## config.mk

```make
export PLATFORM = sky130hd
export DESIGN_NAME = sdram_command_decoder
export DESIGN_NICKNAME = d
export VERILOG_FILES = /design/src/inc/cmd_decode_pkg.sv /design/src/rtl/pin_sync.sv /design/src/rtl/sdram_command_decoder.sv
export SDC_FILE = /design/constraint.sdc
export NUM_CORES = 1
export LEC_CHECK = 0
export BUFFER_PORTS_ARGS = -buffer_cell sky130_fd_sc_hd__buf_2
export CAP_MARGIN = 40
export CELL_PAD_IN_SITES_DETAIL_PLACEMENT = 0
export CELL_PAD_IN_SITES_GLOBAL_PLACEMENT = 1
export CORE_UTILIZATION = 37
export CTS_CLUSTER_DIAMETER = 40
export DETAILED_ROUTE_END_ITERATION = 8
export PLACE_DENSITY_LB_ADDON = 0.12
export SLEW_MARGIN = 20
export SYNTH_ARGS = -nofsm -noshare
export SYNTH_HDL_FRONTEND = slang
export SYNTH_HIERARCHICAL = 1
export SYNTH_SLANG_ARGS = --single-unit
```

## constraint.sdc

```tcl
create_clock -name clk -period 2.8 [get_ports clk]
set_input_delay 0.14 -clock clk [delete_from_list [all_inputs] [get_ports clk]]
set_output_delay 0.14 -clock clk [all_outputs]
set_load 0.02 [all_outputs]
```

## src/inc/cmd_decode_pkg.sv

```systemverilog
// Constants and types shared by the command decoder, the controller model and the bench.
// Assumes a single 20 MHz clock domain.
package cmd_decode_pkg;
   localparam int ADDR_W = 14;
   localparam int BANK_W = 3;
   localparam int MR_SEL_W = 2;
   localparam int PRECHARGE_SELECT_BIT = 10;
   localparam int BURST_CHOP_BIT = 12;
   localparam int RESERVED_FIELD_BIT = 13;
   localparam int COL_W = 10;
   localparam int MR_COUNT = 4;
   localparam int SYNC_STAGES = 2;
   localparam logic [ADDR_W-1:0] MR_RESET = 14'h0000;
   localparam logic [3:0] BEATS_FOUR = 4'h4;
   localparam logic [3:0] BEATS_EIGHT = 4'h8;
   // Pin pattern {select_n, row_n, col_n, we_n}
   localparam logic [3:0] PAT_MODE_LOAD = 4'h0;
   localparam logic [3:0] PAT_REF = 4'h1;
   localparam logic [3:0] PAT_PRE = 4'h2;
   localparam logic [3:0] PAT_ACT = 4'h3;
   localparam logic [3:0] PAT_WR = 4'h4;
   localparam logic [3:0] PAT_RD = 4'h5;
   localparam logic [3:0] PAT_ZQ = 4'h6;
   localparam logic [3:0] PAT_NOP = 4'h7;
   typedef enum logic [4:0] {
      CMD_NONE, CMD_MODE_REGISTER_LOAD, CMD_REFRESH, CMD_SELF_REFRESH_ENTRY,
      CMD_SELF_REFRESH_EXIT, CMD_BANK_CLOSE, CMD_ALL_BANK_CLOSE, CMD_ROW_OPEN,
      CMD_WRITE, CMD_READ, CMD_NO_OPERATION, CMD_DESELECT, CMD_POWER_DOWN_ENTRY,
      CMD_POWER_DOWN_EXIT, CMD_IMPEDANCE_CAL_LONG, CMD_IMPEDANCE_CAL_SHORT,
      CMD_ILLEGAL
   } cmd_type;
   typedef enum logic [1:0] {ST_ACTIVE, ST_POWER_DOWN, ST_SELF_REFRESH} power_type;
endpackage

```

## src/rtl/pin_sync.sv

```systemverilog
// Two-flop synchroniser for the command and address pins.
// Assumes pins are asynchronous to clk.
`timescale 1ns/100ps
module pin_sync #(
   parameter int WIDTH = 1
) (
   input wire logic clk,
   input wire logic sys_rst,
   input wire logic [WIDTH-1:0] pin_in,
   output logic [WIDTH-1:0] pin_out
);
   logic [WIDTH-1:0] meta_q;
   // Reset values are idle levels chosen by the caller through inversion
   always_ff @(posedge clk) begin
      if (sys_rst) begin
         meta_q <= '0;
         pin_out <= '0;
      end else begin
         meta_q <= pin_in;
         pin_out <= meta_q;
      end
   end
endmodule // pin_sync

```

## src/rtl/sdram_command_decoder.sv

```systemverilog
// Command decoder of a double-data-rate memory device.
// Assumes the controller drives pins meeting setup around the clk edge.
// Overview of operation
// - Decode strobes, clock enable, bit ten and power state at edge
// - All strobes low: load chosen mode register
// - Refresh, or self refresh on enable fall
// - Enable rise with idle pattern exits self refresh
// - Precharge: bit ten picks one or all
// - Row open in addressed bank
// - Write encoding, top address bit reserved
// - Read encoding, bit ten low keeps row
// - Bit ten high selects auto close
// - No operation registers nothing new
// - Select high means deselected, inputs ignored
// - Enable fall with idle pattern: power down
// - Enable rise with idle pattern: power up
// - Impedance calibration, bit ten long or short
// - Bank bits pick one of four registers
// - Bursts always run to completion
// - Chop bit used only when enabled
`timescale 1ns/100ps
module sdram_command_decoder (
   input wire logic clk,
   input wire logic sys_rst,
   input wire logic clock_enable,
   input wire logic select_n,
   input wire logic row_strobe_n,
   input wire logic col_strobe_n,
   input wire logic write_strobe_n,
   input wire logic [cmd_decode_pkg::BANK_W-1:0] bank_addr,
   input wire logic [cmd_decode_pkg::ADDR_W-1:0] addr,
   output cmd_decode_pkg::cmd_type cmd_q,
   output logic cmd_valid_q,
   output logic [cmd_decode_pkg::BANK_W-1:0] cmd_bank_q,
   output logic [cmd_decode_pkg::ADDR_W-1:0] row_addr_q,
   output logic [cmd_decode_pkg::COL_W-1:0] column_addr_q,
   output logic auto_close_q,
   output logic [3:0] burst_beats_q,
   output cmd_decode_pkg::power_type power_state_q,
   output logic [cmd_decode_pkg::ADDR_W-1:0] mode_reg_0,
   output logic [cmd_decode_pkg::ADDR_W-1:0] mode_reg_1,
   output logic [cmd_decode_pkg::ADDR_W-1:0] mode_reg_2,
   output logic [cmd_decode_pkg::ADDR_W-1:0] mode_reg_3,
   output logic burst_active_q,
   output logic per_command_select
);
   localparam int PIN_W = 5 + cmd_decode_pkg::BANK_W + cmd_decode_pkg::ADDR_W;
   // Fixed burst code in mode register 0 bits [1:0]: 0 eight, 1 per command, 2 four
   localparam logic [1:0] BL_FIXED_EIGHT = 2'h0;
   localparam logic [1:0] BL_PER_COMMAND = 2'h1;
   localparam logic [1:0] BL_FIXED_FOUR = 2'h2;

   logic [PIN_W-1:0] pins_raw;
   logic [PIN_W-1:0] pins_s;
   logic cke_s, cs_s, ras_s, cas_s, we_s;
   logic [cmd_decode_pkg::BANK_W-1:0] ba_s;
   logic [cmd_decode_pkg::ADDR_W-1:0] a_s;
   logic cke_prev_q;
   logic [cmd_decode_pkg::ADDR_W-1:0] mode_reg_q [cmd_decode_pkg::MR_COUNT];
   cmd_decode_pkg::cmd_type cmd_d;
   logic [3:0] beats_d;
   logic [3:0] beat_count_q;

   // Strobes inverted into the synchroniser so reset yields deselect
   assign pins_raw = {clock_enable, ~select_n, ~row_strobe_n, ~col_strobe_n, ~write_strobe_n,
                      bank_addr, addr};

   pin_sync #(.WIDTH(PIN_W)) u_sync (
      .clk(clk),
      .sys_rst(sys_rst),
      .pin_in(pins_raw),
      .pin_out(pins_s)
   );

   assign cke_s = pins_s[PIN_W-1];
   assign cs_s = ~pins_s[PIN_W-2];
   assign ras_s = ~pins_s[PIN_W-3];
   assign cas_s = ~pins_s[PIN_W-4];
   assign we_s = ~pins_s[PIN_W-5];
   assign ba_s = pins_s[cmd_decode_pkg::ADDR_W +: cmd_decode_pkg::BANK_W];
   assign a_s = pins_s[cmd_decode_pkg::ADDR_W-1:0];

   function automatic logic idle_pattern(input logic cs, input logic [3:0] pat);
      return cs | (pat == cmd_decode_pkg::PAT_NOP);
   endfunction

   always_ff @(posedge clk) begin
      if (sys_rst) begin
         cke_prev_q <= 1'b0;
      end else begin
         cke_prev_q <= cke_s;
      end
   end

   // Classification from the sampled strobes, enable pair, address bit ten and power state
   always_comb begin
      logic [3:0] pat;
      pat = {cs_s, ras_s, cas_s, we_s};
      cmd_d = cmd_decode_pkg::CMD_ILLEGAL;
      unique case ({cke_prev_q, cke_s})
         2'b11: begin
            if (cs_s) begin
               cmd_d = cmd_decode_pkg::CMD_DESELECT;
            end else begin
               unique case (pat)
                  cmd_decode_pkg::PAT_MODE_LOAD: cmd_d = cmd_decode_pkg::CMD_MODE_REGISTER_LOAD;
                  cmd_decode_pkg::PAT_REF: cmd_d = cmd_decode_pkg::CMD_REFRESH;
                  cmd_decode_pkg::PAT_PRE: cmd_d = a_s[cmd_decode_pkg::PRECHARGE_SELECT_BIT] ?
                     cmd_decode_pkg::CMD_ALL_BANK_CLOSE : cmd_decode_pkg::CMD_BANK_CLOSE;
                  cmd_decode_pkg::PAT_ACT: cmd_d = cmd_decode_pkg::CMD_ROW_OPEN;
                  cmd_decode_pkg::PAT_WR: cmd_d = cmd_decode_pkg::CMD_WRITE;
                  cmd_decode_pkg::PAT_RD: cmd_d = cmd_decode_pkg::CMD_READ;
                  cmd_decode_pkg::PAT_ZQ: cmd_d = a_s[cmd_decode_pkg::PRECHARGE_SELECT_BIT] ?
                     cmd_decode_pkg::CMD_IMPEDANCE_CAL_LONG :
                     cmd_decode_pkg::CMD_IMPEDANCE_CAL_SHORT;
                  cmd_decode_pkg::PAT_NOP: cmd_d = cmd_decode_pkg::CMD_NO_OPERATION;
                  default: cmd_d = cmd_decode_pkg::CMD_ILLEGAL;
               endcase
            end
         end
         2'b10: begin
            if (pat == cmd_decode_pkg::PAT_REF) begin
               cmd_d = cmd_decode_pkg::CMD_SELF_REFRESH_ENTRY;
            end else if (idle_pattern(cs_s, pat)) begin
               cmd_d = cmd_decode_pkg::CMD_POWER_DOWN_ENTRY;
            end
         end
         2'b01: begin
            if (idle_pattern(cs_s, pat)) begin
               cmd_d = (power_state_q == cmd_decode_pkg::ST_SELF_REFRESH) ?
                  cmd_decode_pkg::CMD_SELF_REFRESH_EXIT :
                  cmd_decode_pkg::CMD_POWER_DOWN_EXIT;
            end
         end
         2'b00: cmd_d = cmd_decode_pkg::CMD_NONE;
      endcase
   end

   // Chop bit honoured only in per-command mode
   assign per_command_select = mode_reg_q[0][1:0] == BL_PER_COMMAND;
   always_comb begin
      if (per_command_select) begin
         beats_d = a_s[cmd_decode_pkg::BURST_CHOP_BIT] ?
            cmd_decode_pkg::BEATS_EIGHT : cmd_decode_pkg::BEATS_FOUR;
      end else if (mode_reg_q[0][1:0] == BL_FIXED_FOUR) begin
         beats_d = cmd_decode_pkg::BEATS_FOUR;
      end else begin
         beats_d = cmd_decode_pkg::BEATS_EIGHT;
      end
   end

   // cmd_q takes every decode, valid low for no-op, deselect, illegal and none; address fields hold until used
   always_ff @(posedge clk) begin
      if (sys_rst) begin
         cmd_q <= cmd_decode_pkg::CMD_NONE;
         cmd_valid_q <= 1'b0;
         cmd_bank_q <= '0;
         row_addr_q <= '0;
         column_addr_q <= '0;
         auto_close_q <= 1'b0;
         burst_beats_q <= cmd_decode_pkg::BEATS_EIGHT;
      end else begin
         cmd_q <= cmd_d;
         cmd_valid_q <= !(cmd_d inside {cmd_decode_pkg::CMD_NONE, cmd_decode_pkg::CMD_NO_OPERATION,
                          cmd_decode_pkg::CMD_DESELECT, cmd_decode_pkg::CMD_ILLEGAL});
         if (cmd_d inside {cmd_decode_pkg::CMD_BANK_CLOSE, cmd_decode_pkg::CMD_ROW_OPEN,
                           cmd_decode_pkg::CMD_WRITE, cmd_decode_pkg::CMD_READ}) begin
            cmd_bank_q <= ba_s;
         end
         if (cmd_d == cmd_decode_pkg::CMD_ROW_OPEN) begin
            row_addr_q <= a_s;
         end
         if (cmd_d inside {cmd_decode_pkg::CMD_WRITE, cmd_decode_pkg::CMD_READ}) begin
            column_addr_q <= a_s[cmd_decode_pkg::COL_W-1:0];
            auto_close_q <= a_s[cmd_decode_pkg::PRECHARGE_SELECT_BIT];
            burst_beats_q <= beats_d;
         end
      end
   end

   // Mode registers; bank bits above the selector width are ignored
   always_ff @(posedge clk) begin
      if (sys_rst) begin
         for (int i = 0; i < cmd_decode_pkg::MR_COUNT; i++) begin
            mode_reg_q[i] <= cmd_decode_pkg::MR_RESET;
         end
      end else if (cmd_d == cmd_decode_pkg::CMD_MODE_REGISTER_LOAD) begin
         mode_reg_q[ba_s[cmd_decode_pkg::MR_SEL_W-1:0]] <= a_s;
      end
   end
   assign mode_reg_0 = mode_reg_q[0];
   assign mode_reg_1 = mode_reg_q[1];
   assign mode_reg_2 = mode_reg_q[2];
   assign mode_reg_3 = mode_reg_q[3];

   always_ff @(posedge clk) begin
      if (sys_rst) begin
         power_state_q <= cmd_decode_pkg::ST_ACTIVE;
      end else begin
         unique case (cmd_d)
            cmd_decode_pkg::CMD_SELF_REFRESH_ENTRY: power_state_q <= cmd_decode_pkg::ST_SELF_REFRESH;
            cmd_decode_pkg::CMD_POWER_DOWN_ENTRY: power_state_q <= cmd_decode_pkg::ST_POWER_DOWN;
            cmd_decode_pkg::CMD_SELF_REFRESH_EXIT,
            cmd_decode_pkg::CMD_POWER_DOWN_EXIT: power_state_q <= cmd_decode_pkg::ST_ACTIVE;
            default: power_state_q <= power_state_q;
         endcase
      end
   end

   // Burst tracker; later commands never cut it short
   always_ff @(posedge clk) begin
      if (sys_rst) begin
         beat_count_q <= '0;
      end else if (beat_count_q != 4'h0) begin
         beat_count_q <= beat_count_q - 4'h1;
      end else if (cmd_d inside {cmd_decode_pkg::CMD_WRITE, cmd_decode_pkg::CMD_READ}) begin
         beat_count_q <= beats_d;
      end
   end
   assign burst_active_q = beat_count_q != 4'h0;

   a_mode_reg_load: assert property (@(posedge clk) disable iff (sys_rst)
      cmd_d == cmd_decode_pkg::CMD_MODE_REGISTER_LOAD |=>
      mode_reg_q[$past(ba_s[cmd_decode_pkg::MR_SEL_W-1:0])] == $past(a_s))
      else $error("mode register not loaded");
   a_deselect_no_valid: assert property (@(posedge clk) disable iff (sys_rst)
      cke_prev_q && cke_s && cs_s |=> !cmd_valid_q) else $error("deselect produced a command");
   a_nop_no_valid: assert property (@(posedge clk) disable iff (sys_rst)
      cmd_d == cmd_decode_pkg::CMD_NO_OPERATION |=> !cmd_valid_q) else $error("nop registered");
   a_self_refresh_enter: assert property (@(posedge clk) disable iff (sys_rst)
      cke_prev_q && !cke_s && !cs_s && !ras_s && !cas_s && we_s |=>
      power_state_q == cmd_decode_pkg::ST_SELF_REFRESH) else $error("self refresh not entered");
   a_power_down_enter: assert property (@(posedge clk) disable iff (sys_rst)
      cke_prev_q && !cke_s && cs_s |=> power_state_q == cmd_decode_pkg::ST_POWER_DOWN)
      else $error("power down not entered");
   a_power_exit_active: assert property (@(posedge clk) disable iff (sys_rst)
      !cke_prev_q && cke_s && cs_s |=> power_state_q == cmd_decode_pkg::ST_ACTIVE)
      else $error("power state not left");
   a_precharge_all_bit: assert property (@(posedge clk) disable iff (sys_rst)
      cmd_q == cmd_decode_pkg::CMD_ALL_BANK_CLOSE |->
      $past(a_s[cmd_decode_pkg::PRECHARGE_SELECT_BIT]))
      else $error("all bank close without bit ten");
   a_auto_close_bit: assert property (@(posedge clk) disable iff (sys_rst)
      cmd_q inside {cmd_decode_pkg::CMD_WRITE, cmd_decode_pkg::CMD_READ} |->
      auto_close_q == $past(a_s[cmd_decode_pkg::PRECHARGE_SELECT_BIT]))
      else $error("auto close mismatch");
   a_burst_runs_out: assert property (@(posedge clk) disable iff (sys_rst)
      $rose(burst_active_q) |-> burst_active_q [*3]) else $error("burst cut short");
   a_chop_fixed_mode: assert property (@(posedge clk) disable iff (sys_rst)
      cmd_d == cmd_decode_pkg::CMD_READ && mode_reg_q[0][1:0] == BL_FIXED_EIGHT |=>
      burst_beats_q == cmd_decode_pkg::BEATS_EIGHT) else $error("chop bit used when disabled");
   a_bank_close_one: assert property (@(posedge clk) disable iff (sys_rst)
      cmd_d == cmd_decode_pkg::CMD_BANK_CLOSE |=> cmd_bank_q == $past(ba_s))
      else $error("bank close lost its bank");
   a_row_open_fields: assert property (@(posedge clk) disable iff (sys_rst)
      cmd_d == cmd_decode_pkg::CMD_ROW_OPEN |=> row_addr_q == $past(a_s) &&
      cmd_bank_q == $past(ba_s)) else $error("row open fields lost");
   a_column_capture: assert property (@(posedge clk) disable iff (sys_rst)
      cmd_d inside {cmd_decode_pkg::CMD_WRITE, cmd_decode_pkg::CMD_READ} |=>
      column_addr_q == $past(a_s[cmd_decode_pkg::COL_W-1:0]))
      else $error("column not captured");
   a_write_class: assert property (@(posedge clk) disable iff (sys_rst)
      cke_prev_q && cke_s && {cs_s, ras_s, cas_s, we_s} == cmd_decode_pkg::PAT_WR |=>
      cmd_q == cmd_decode_pkg::CMD_WRITE && cmd_valid_q) else $error("write not decoded");
   a_read_class: assert property (@(posedge clk) disable iff (sys_rst)
      cke_prev_q && cke_s && {cs_s, ras_s, cas_s, we_s} == cmd_decode_pkg::PAT_RD |=>
      cmd_q == cmd_decode_pkg::CMD_READ && cmd_valid_q) else $error("read not decoded");
   a_refresh_class: assert property (@(posedge clk) disable iff (sys_rst)
      cke_prev_q && cke_s && {cs_s, ras_s, cas_s, we_s} == cmd_decode_pkg::PAT_REF |=>
      cmd_q == cmd_decode_pkg::CMD_REFRESH && power_state_q == $past(power_state_q))
      else $error("refresh not decoded");
   a_cal_long_short: assert property (@(posedge clk) disable iff (sys_rst)
      cke_prev_q && cke_s && {cs_s, ras_s, cas_s, we_s} == cmd_decode_pkg::PAT_ZQ |=>
      cmd_q == ($past(a_s[cmd_decode_pkg::PRECHARGE_SELECT_BIT]) ?
      cmd_decode_pkg::CMD_IMPEDANCE_CAL_LONG : cmd_decode_pkg::CMD_IMPEDANCE_CAL_SHORT))
      else $error("calibration length wrong");
   a_chop_per_command: assert property (@(posedge clk) disable iff (sys_rst)
      per_command_select &&
      cmd_d inside {cmd_decode_pkg::CMD_WRITE, cmd_decode_pkg::CMD_READ} |=>
      burst_beats_q == ($past(a_s[cmd_decode_pkg::BURST_CHOP_BIT]) ?
      cmd_decode_pkg::BEATS_EIGHT : cmd_decode_pkg::BEATS_FOUR)) else $error("chop bit ignored");
   a_self_refresh_exit: assert property (@(posedge clk) disable iff (sys_rst)
      power_state_q == cmd_decode_pkg::ST_SELF_REFRESH && !cke_prev_q && cke_s &&
      (cs_s || {cs_s, ras_s, cas_s, we_s} == cmd_decode_pkg::PAT_NOP) |=>
      cmd_q == cmd_decode_pkg::CMD_SELF_REFRESH_EXIT &&
      power_state_q == cmd_decode_pkg::ST_ACTIVE) else $error("self refresh not left");
   a_power_down_exit: assert property (@(posedge clk) disable iff (sys_rst)
      power_state_q == cmd_decode_pkg::ST_POWER_DOWN && !cke_prev_q && cke_s &&
      (cs_s || {cs_s, ras_s, cas_s, we_s} == cmd_decode_pkg::PAT_NOP) |=>
      cmd_q == cmd_decode_pkg::CMD_POWER_DOWN_EXIT && cmd_valid_q)
      else $error("power down not left");
   a_enable_low_hold: assert property (@(posedge clk) disable iff (sys_rst)
      !cke_prev_q && !cke_s |=> !cmd_valid_q && power_state_q == $past(power_state_q))
      else $error("state moved while enable low");
   a_burst_counts_down: assert property (@(posedge clk) disable iff (sys_rst)
      beat_count_q != 4'h0 |=> beat_count_q == $past(beat_count_q) - 4'h1)
      else $error("burst counter disturbed");
   c_read: cover property (@(posedge clk) cmd_q == cmd_decode_pkg::CMD_READ);
   c_write_chop: cover property (@(posedge clk)
      cmd_q == cmd_decode_pkg::CMD_WRITE && burst_beats_q == cmd_decode_pkg::BEATS_FOUR);
   c_self_refresh: cover property (@(posedge clk)
      power_state_q == cmd_decode_pkg::ST_SELF_REFRESH);
   c_cal_long: cover property (@(posedge clk) cmd_q == cmd_decode_pkg::CMD_IMPEDANCE_CAL_LONG);
   c_power_down: cover property (@(posedge clk)
      power_state_q == cmd_decode_pkg::ST_POWER_DOWN);
endmodule // sdram_command_decoder

```

== Word-level counts from Yosys, hierarchy flattened ==
Memory sizes are Yosys's and may differ from the RTL's.
Cells that the tools add are included.

* Memory bits (writable): 56
* Memory bits (read-only): 0
* Input bits: 24
* Output and inout bits: 98
* Bits in latches: 0
* Word-level logic and storage cells: 83
* Memories kept: 1
* Register bits after elaboration: 89

{| class="wikitable"
|+ Memory list
! memory !! depth !! bits a word !! read ports !! clocked after memory_dff !! write ports !! line !! source
|-
| mode_reg_q || 4 || 14 || 4 || 0 || 4 || sdram_command_decoder.sv:59 || <nowiki>logic [cmd_decode_pkg::ADDR_W-1:0] mode_reg_q [cmd_decode_pkg::MR_COUNT];</nowiki>
|}

* Eq/ne operators: 25
* Divide/modulo/power cells: 0
* Bitwise gates (word level): 9
* Multiply operators: 0
* Reductions and logical operators: 12
* Shift operators: 0
* Muxes and demuxes: 23
* $add $sub $neg: 1
* Order comparisons: 0

{| class="wikitable"
|+ Operator list
! operator !! number
|-
| one-hot mux 5 bit (8 select lines) || 1
|-
| equality test 5 x 4 -> 1 bit, second input constant || 6
|-
| 2-to-1 mux 4 bit || 6
|-
| 2-to-1 mux 5 bit || 4
|-
| one-hot mux 5 bit (4 select lines) || 1
|-
| equality test 4 x 3 -> 1 bit, second input constant || 4
|-
| equality test 5 x 3 -> 1 bit, second input constant || 3
|-
| 2-to-1 mux 14 bit || 1
|-
| OR reduction 14 bit || 1
|-
| nonzero test 4 bit || 3
|-
| equality test 2 bit, second input constant || 4
|-
| equality test 4 x 2 -> 1 bit, second input constant || 2
|-
| NOT 1 bit || 8
|-
| 2-to-1 mux 1 bit || 7
|-
| one-hot mux 2 bit (3 select lines) || 1
|-
| equality test 5 x 1 -> 1 bit, second input constant || 1
|-
| equality test 5 x 2 -> 1 bit, second input constant || 1
|-
| equality test 5 bit, second input constant || 1
|-
| zero test 5 bit || 1
|-
| equality test 2 x 1 -> 1 bit, second input constant || 2
|-
| equality test 4 x 1 -> 1 bit, second input constant || 1
|-
| zero test 4 bit || 1
|-
| 2-to-1 mux 2 bit || 2
|-
| nonzero test 2 bit || 2
|-
| 6 further kinds || 6
|}

== Depth between registers and ports, before layout ==
* Depth after elaboration: 12
* Mapped depth: 7
* Mapped depth without buffers: 5

== Hierarchy ==
The synthesis kept the hierarchy.

{| class="wikitable"
|+ By module, submodules not included
! module !! sequential area each (um^2) !! cells an instance !! area each (um^2) !! times used
|-
| sdram_command_decoder || 2542.4 || 379 || 4149.0 || 1
|-
| pin_sync || 880.8 || 92 || 1176.1 || 1
|}

== Worst setup path before layout ==
Ideal clock, no wire load.

* Kind: reg2reg
* Start point: register u_sync.pin_out[17]
* End point: memory mode_reg_q[2][0] (netlist bit), enable pin
* Stages on the path, launching flop included: 7
* Buffers on the path: 1
* Slack: 154 ps
* Data required time: 2396 ps
* Arrival time: 2241 ps
* Cell sequence: dfxtp_1 > buf_2 > nand2b_1 > nor3_1 > o32a_1 > nand4_1 > o21ai_0

{| class="wikitable"
|+ RTL lines
! item !! line !! source
|-
| start: declaration || pin_sync.sv:10 || <nowiki>output logic [WIDTH-1:0] pin_out</nowiki>
|-
| start signal: assignment || pin_sync.sv:20 || <nowiki>pin_out <= meta_q;</nowiki>
|-
| end: declaration || sdram_command_decoder.sv:59 ||
|}

==> results by group <==
Cells and area
  • Layout Utilization: between 40% and 50%
  • ANT cells: 0
  • Register area: ~3400 um^2
  • Filler cells: 1,268
  • Post-Layout Cell Count: slightly above 800
  • Final #Nets: approximately 640
  • Layout cells sized above 1: between 20 and 30%
  • Area of the multi-input gates: ~1700 um^2
  • P&R area growth vs syn: 29.7%

Floorplanning
  • I/O Pins: around 120
  • Row Count: 43
  • Initial core utilization: 38.2%
  • Die Span Y: between 100 and 150 um
  • Chip width: 122 um
  • Core Box Area: 13,900 um^2
  • Die Area: ~15,000 um^2

Synth
  • Post-synth ARST share: 0%
  • Yosys top cell area share: between 30% and 40%
  • Primary flip-flop cell chosen by synthesis mapping: dfxtp_1
  • Synth top area cells: dfxtp_1, edfxtp_1, nor2b_1, and2_1, nand2_1
  • EDFF count, synth: 56
  • Mapped Cells: between 400 and 500
  • Syn avg cell area: 11.3 um^2
  • Cell type with the largest total area after synthesis: dfxtp_1
  • Seq/Total Area, Yosys: 64.3%
  • Synthesis-stage register bit count: 143
  • Cell area after synthesis: 5330 um^2
  • Yosys cell types: 53
  • Yosys warnings: 6

GRT
  • Total gr overflow: 0
  • Initial antenna violation count: 0
  • First-pass GRT wire length: a little under 20 mm
  • Total track usage: a little under a fifth
  • Largest net degree at the start of global routing: 71
  • Number of global-route vias before repair: approximately 3,600

Place
  • Placed cell count: around 750
  • Gp weighted congestion: roughly 0.86
  • Placed wire-length estimate: ~8.7 mm
  • # port buffers: 119

Drt
  • WL final: 12.8 mm
  • Vias per inst: about 4.7
  • DRC Markers: 0
  • Vias: approximately 3,800
  • DRT iter0 DRCs: about 220
  • Remaining antenna violation count after routing: 0
  • Pre-antenna DRT Iters: 4
  • Post-DR wirelength/cell: roughly 16 um

CTS
  • Sinks on Clock Net: approximately 140
  • Reg clk slew, reported paths: roughly 60 ps
  • Root Buffer Master: clkbuf_16
  • CTS Buffer Depth: 2
  • TritonCTS clock tree: yes
  • Worst-skew pair later-pin latency: ~420 ps
  • CTS Buf Count: 17
  • Post_cts resized: 0
  • # H-tree levels: 4

STA
  • RSZ-0062 raised after global routing: no
  • Post-layout minimum cycle time: about 2300 ps
  • Clock Skews: between 5 and 6 ps
  • Hold Vio Cnt, Final: 0
  • Hold WS: 230 ps
  • Worst-margin pin slew: 693 ps
  • # setup viols final: 0
  • Final Cycle Share: a little over 80%
  • Setup TNS: 0 ps
  • Max Fclk: between 400 and 500 MHz
  • Slew HR: a little over half
  • Pins Over Slew Limit: 0

Setup path
  • Critical Path AT: 2610 ps
  • Kind of critical path: reg2reg
  • Critical path fanouts, max: 17
  • WP buf/inv: 1
  • Startpoint Class: flop
  • Cell chain of the critical path: nand2b_1, nor3_1, o32ai_4, buf_4, nor3_2, and2_1
  • CP peak stage delay: 540 ps
  • CP endpoint kind: flop
  • Worst path slowest cell: nor3_2
  • Cell family with most CP delay: simple AND/OR/NAND/NOR gates
  • CP required: 3090 ps

Power and ir drop
  • Logic pwr share: slightly below 5%
  • Int Power: roughly 3600 uW
  • Clock power share: ~47%
  • P_leak: between 0.002 and 0.003 uW
  • Switch Pwr: roughly 1100 uW
  • Maximum VDD drop: around 0.36 mV
  • PwrDens: approximately 680 nW/um^2
  • Switching share of power: about 23%
  • Reg power frac: around half

Hold path
  • Hold crit path type: in2reg

Job
  • Max-cap violations: 0

Status
  • Status: complete, no violations
metrics by stage:
step / area, um^2 / worst slack (ps) / total power (uW)
floorplan: 5330 / 154 / 2420
global placement: 6100 / 542 / 2510
detailed placement: 6100 / 503 / 2510
CTS: 6910 / 483 / 4710
global route: 6910 / 272 / 4830
finish: 6910 / 477 / 4670
sequential cells by signal, indices dropped and copies added, names as in the netlist:
register        cells
burst_beats_q       2
cmd_valid_q         1
column_addr_q      10
power_state_q       2
beat_count_q        4
u_sync/meta_q      22
cmd_bank_q          3
auto_close_q        1
mode_reg_q         56
cke_prev_q          1
row_addr_q         14
u_sync/pin_out     22
cmd_q               5
power by group through the flow:
stage	logic [uW]	registers [uW]	clock network, uW
floorplan	110	2310	0
global placement	204	2300	0
detailed placement	206	2300	0
CTS	229	2260	2220
global route	249	2260	2320
finish	227	2260	2180
cell type report:
class / count / area share (%)
sequential: 143 / 49.6
multi-input combinational: 288 / 25.0
timing repair buffer: 152 / 13.0
clock buffer: 20 / 7.08
tap: 180 / 3.26
clock inverter: 12 / 1.39
inverter: 13 / 0.707
path summary, 6_finish.rpt:
| path | startpoint | endpoint | slack [ps] | cells past startpoint |
|---|---|---|---|---|
| max | u_sync/pin_out[18] | mode_reg_q[1][7] | 480 | 6 |
| min | sys_rst | row_addr_q[3] | 230 | 4 |
| max reg2reg | u_sync/pin_out[18] | mode_reg_q[1][7] | 480 | 6 |
| min reg2reg | u_sync/meta_q[21] | u_sync/pin_out[21] | 440 | 1 |
kinds of logic (layout without fill, tap and decap cells):
kind of cell    Yosys count  in the layout  synth area share (%)
simple gates            218            218                  22.2
flops                   143            143                  64.3
compound gates           51             51                  6.91
buf+inv                  41            197                  3.38
mux                      17             17                  3.20
other cells               1              2                0.0704
cells in the final DEF (no fill, tap or decap), types with 10 or more instances in the layout:
| master | Yosys | routed |
|---|---|---|
| a21oi_1 | 19 | 19 |
| and2_1 | 44 | 44 |
| buf_2 | 15 | 119 |
| buf_4 | 2 | 11 |
| clkbuf_16 | 0 | 19 |
| dfxtp_1 | 87 | 87 |
| dlygate4sd3_1 | 0 | 22 |
| edfxtp_1 | 56 | 56 |
| inv_1 | 12 | 12 |
| mux2i_1 | 17 | 17 |
| nand2_1 | 60 | 60 |
| nor2_1 | 14 | 14 |
| nor2b_1 | 48 | 48 |
| nor3_1 | 12 | 12 |
| nor4_1 | 10 | 10 |
layer usage:
| metal | GRT usage, % | up-vias | routed length [um] |
|---|---|---|---|
| met5 | 0 | - | 0 |
| met4 | 8.72 | 0 | 242 |
| met3 | 4.31 | 18 | 866 |
| met2 | 27.2 | 128 | 5860 |
| met1 | 24.9 | 1785 | 5800 |
| li1 | - | 1900 | - |
synthesized netlist by cell type (10+ instances only):
cell type / count
and2_1: 44
inv_1: 12
nor4_1: 10
nor3_1: 12
dfxtp_1: 87
edfxtp_1: 56
mux2i_1: 17
nand2_1: 60
buf_2: 15
a21oi_1: 19
nor2b_1: 48
nor2_1: 14
tightest hold or removal path, stage by stage:
cell and delay (ps):
buf_2 140, clkinv_1 100, nand2_1 100, mux2i_1 120
what timing repair did:
action | 4_1_cts | 5_1_grt
endpoints found under the setup margin | 0 | 0
hold buffers | 22 | 0
hold endpoints to repair | 22 | 0
setup buffers | 0 | 0
Note: power is estimated with default switching activity, not from simulation.
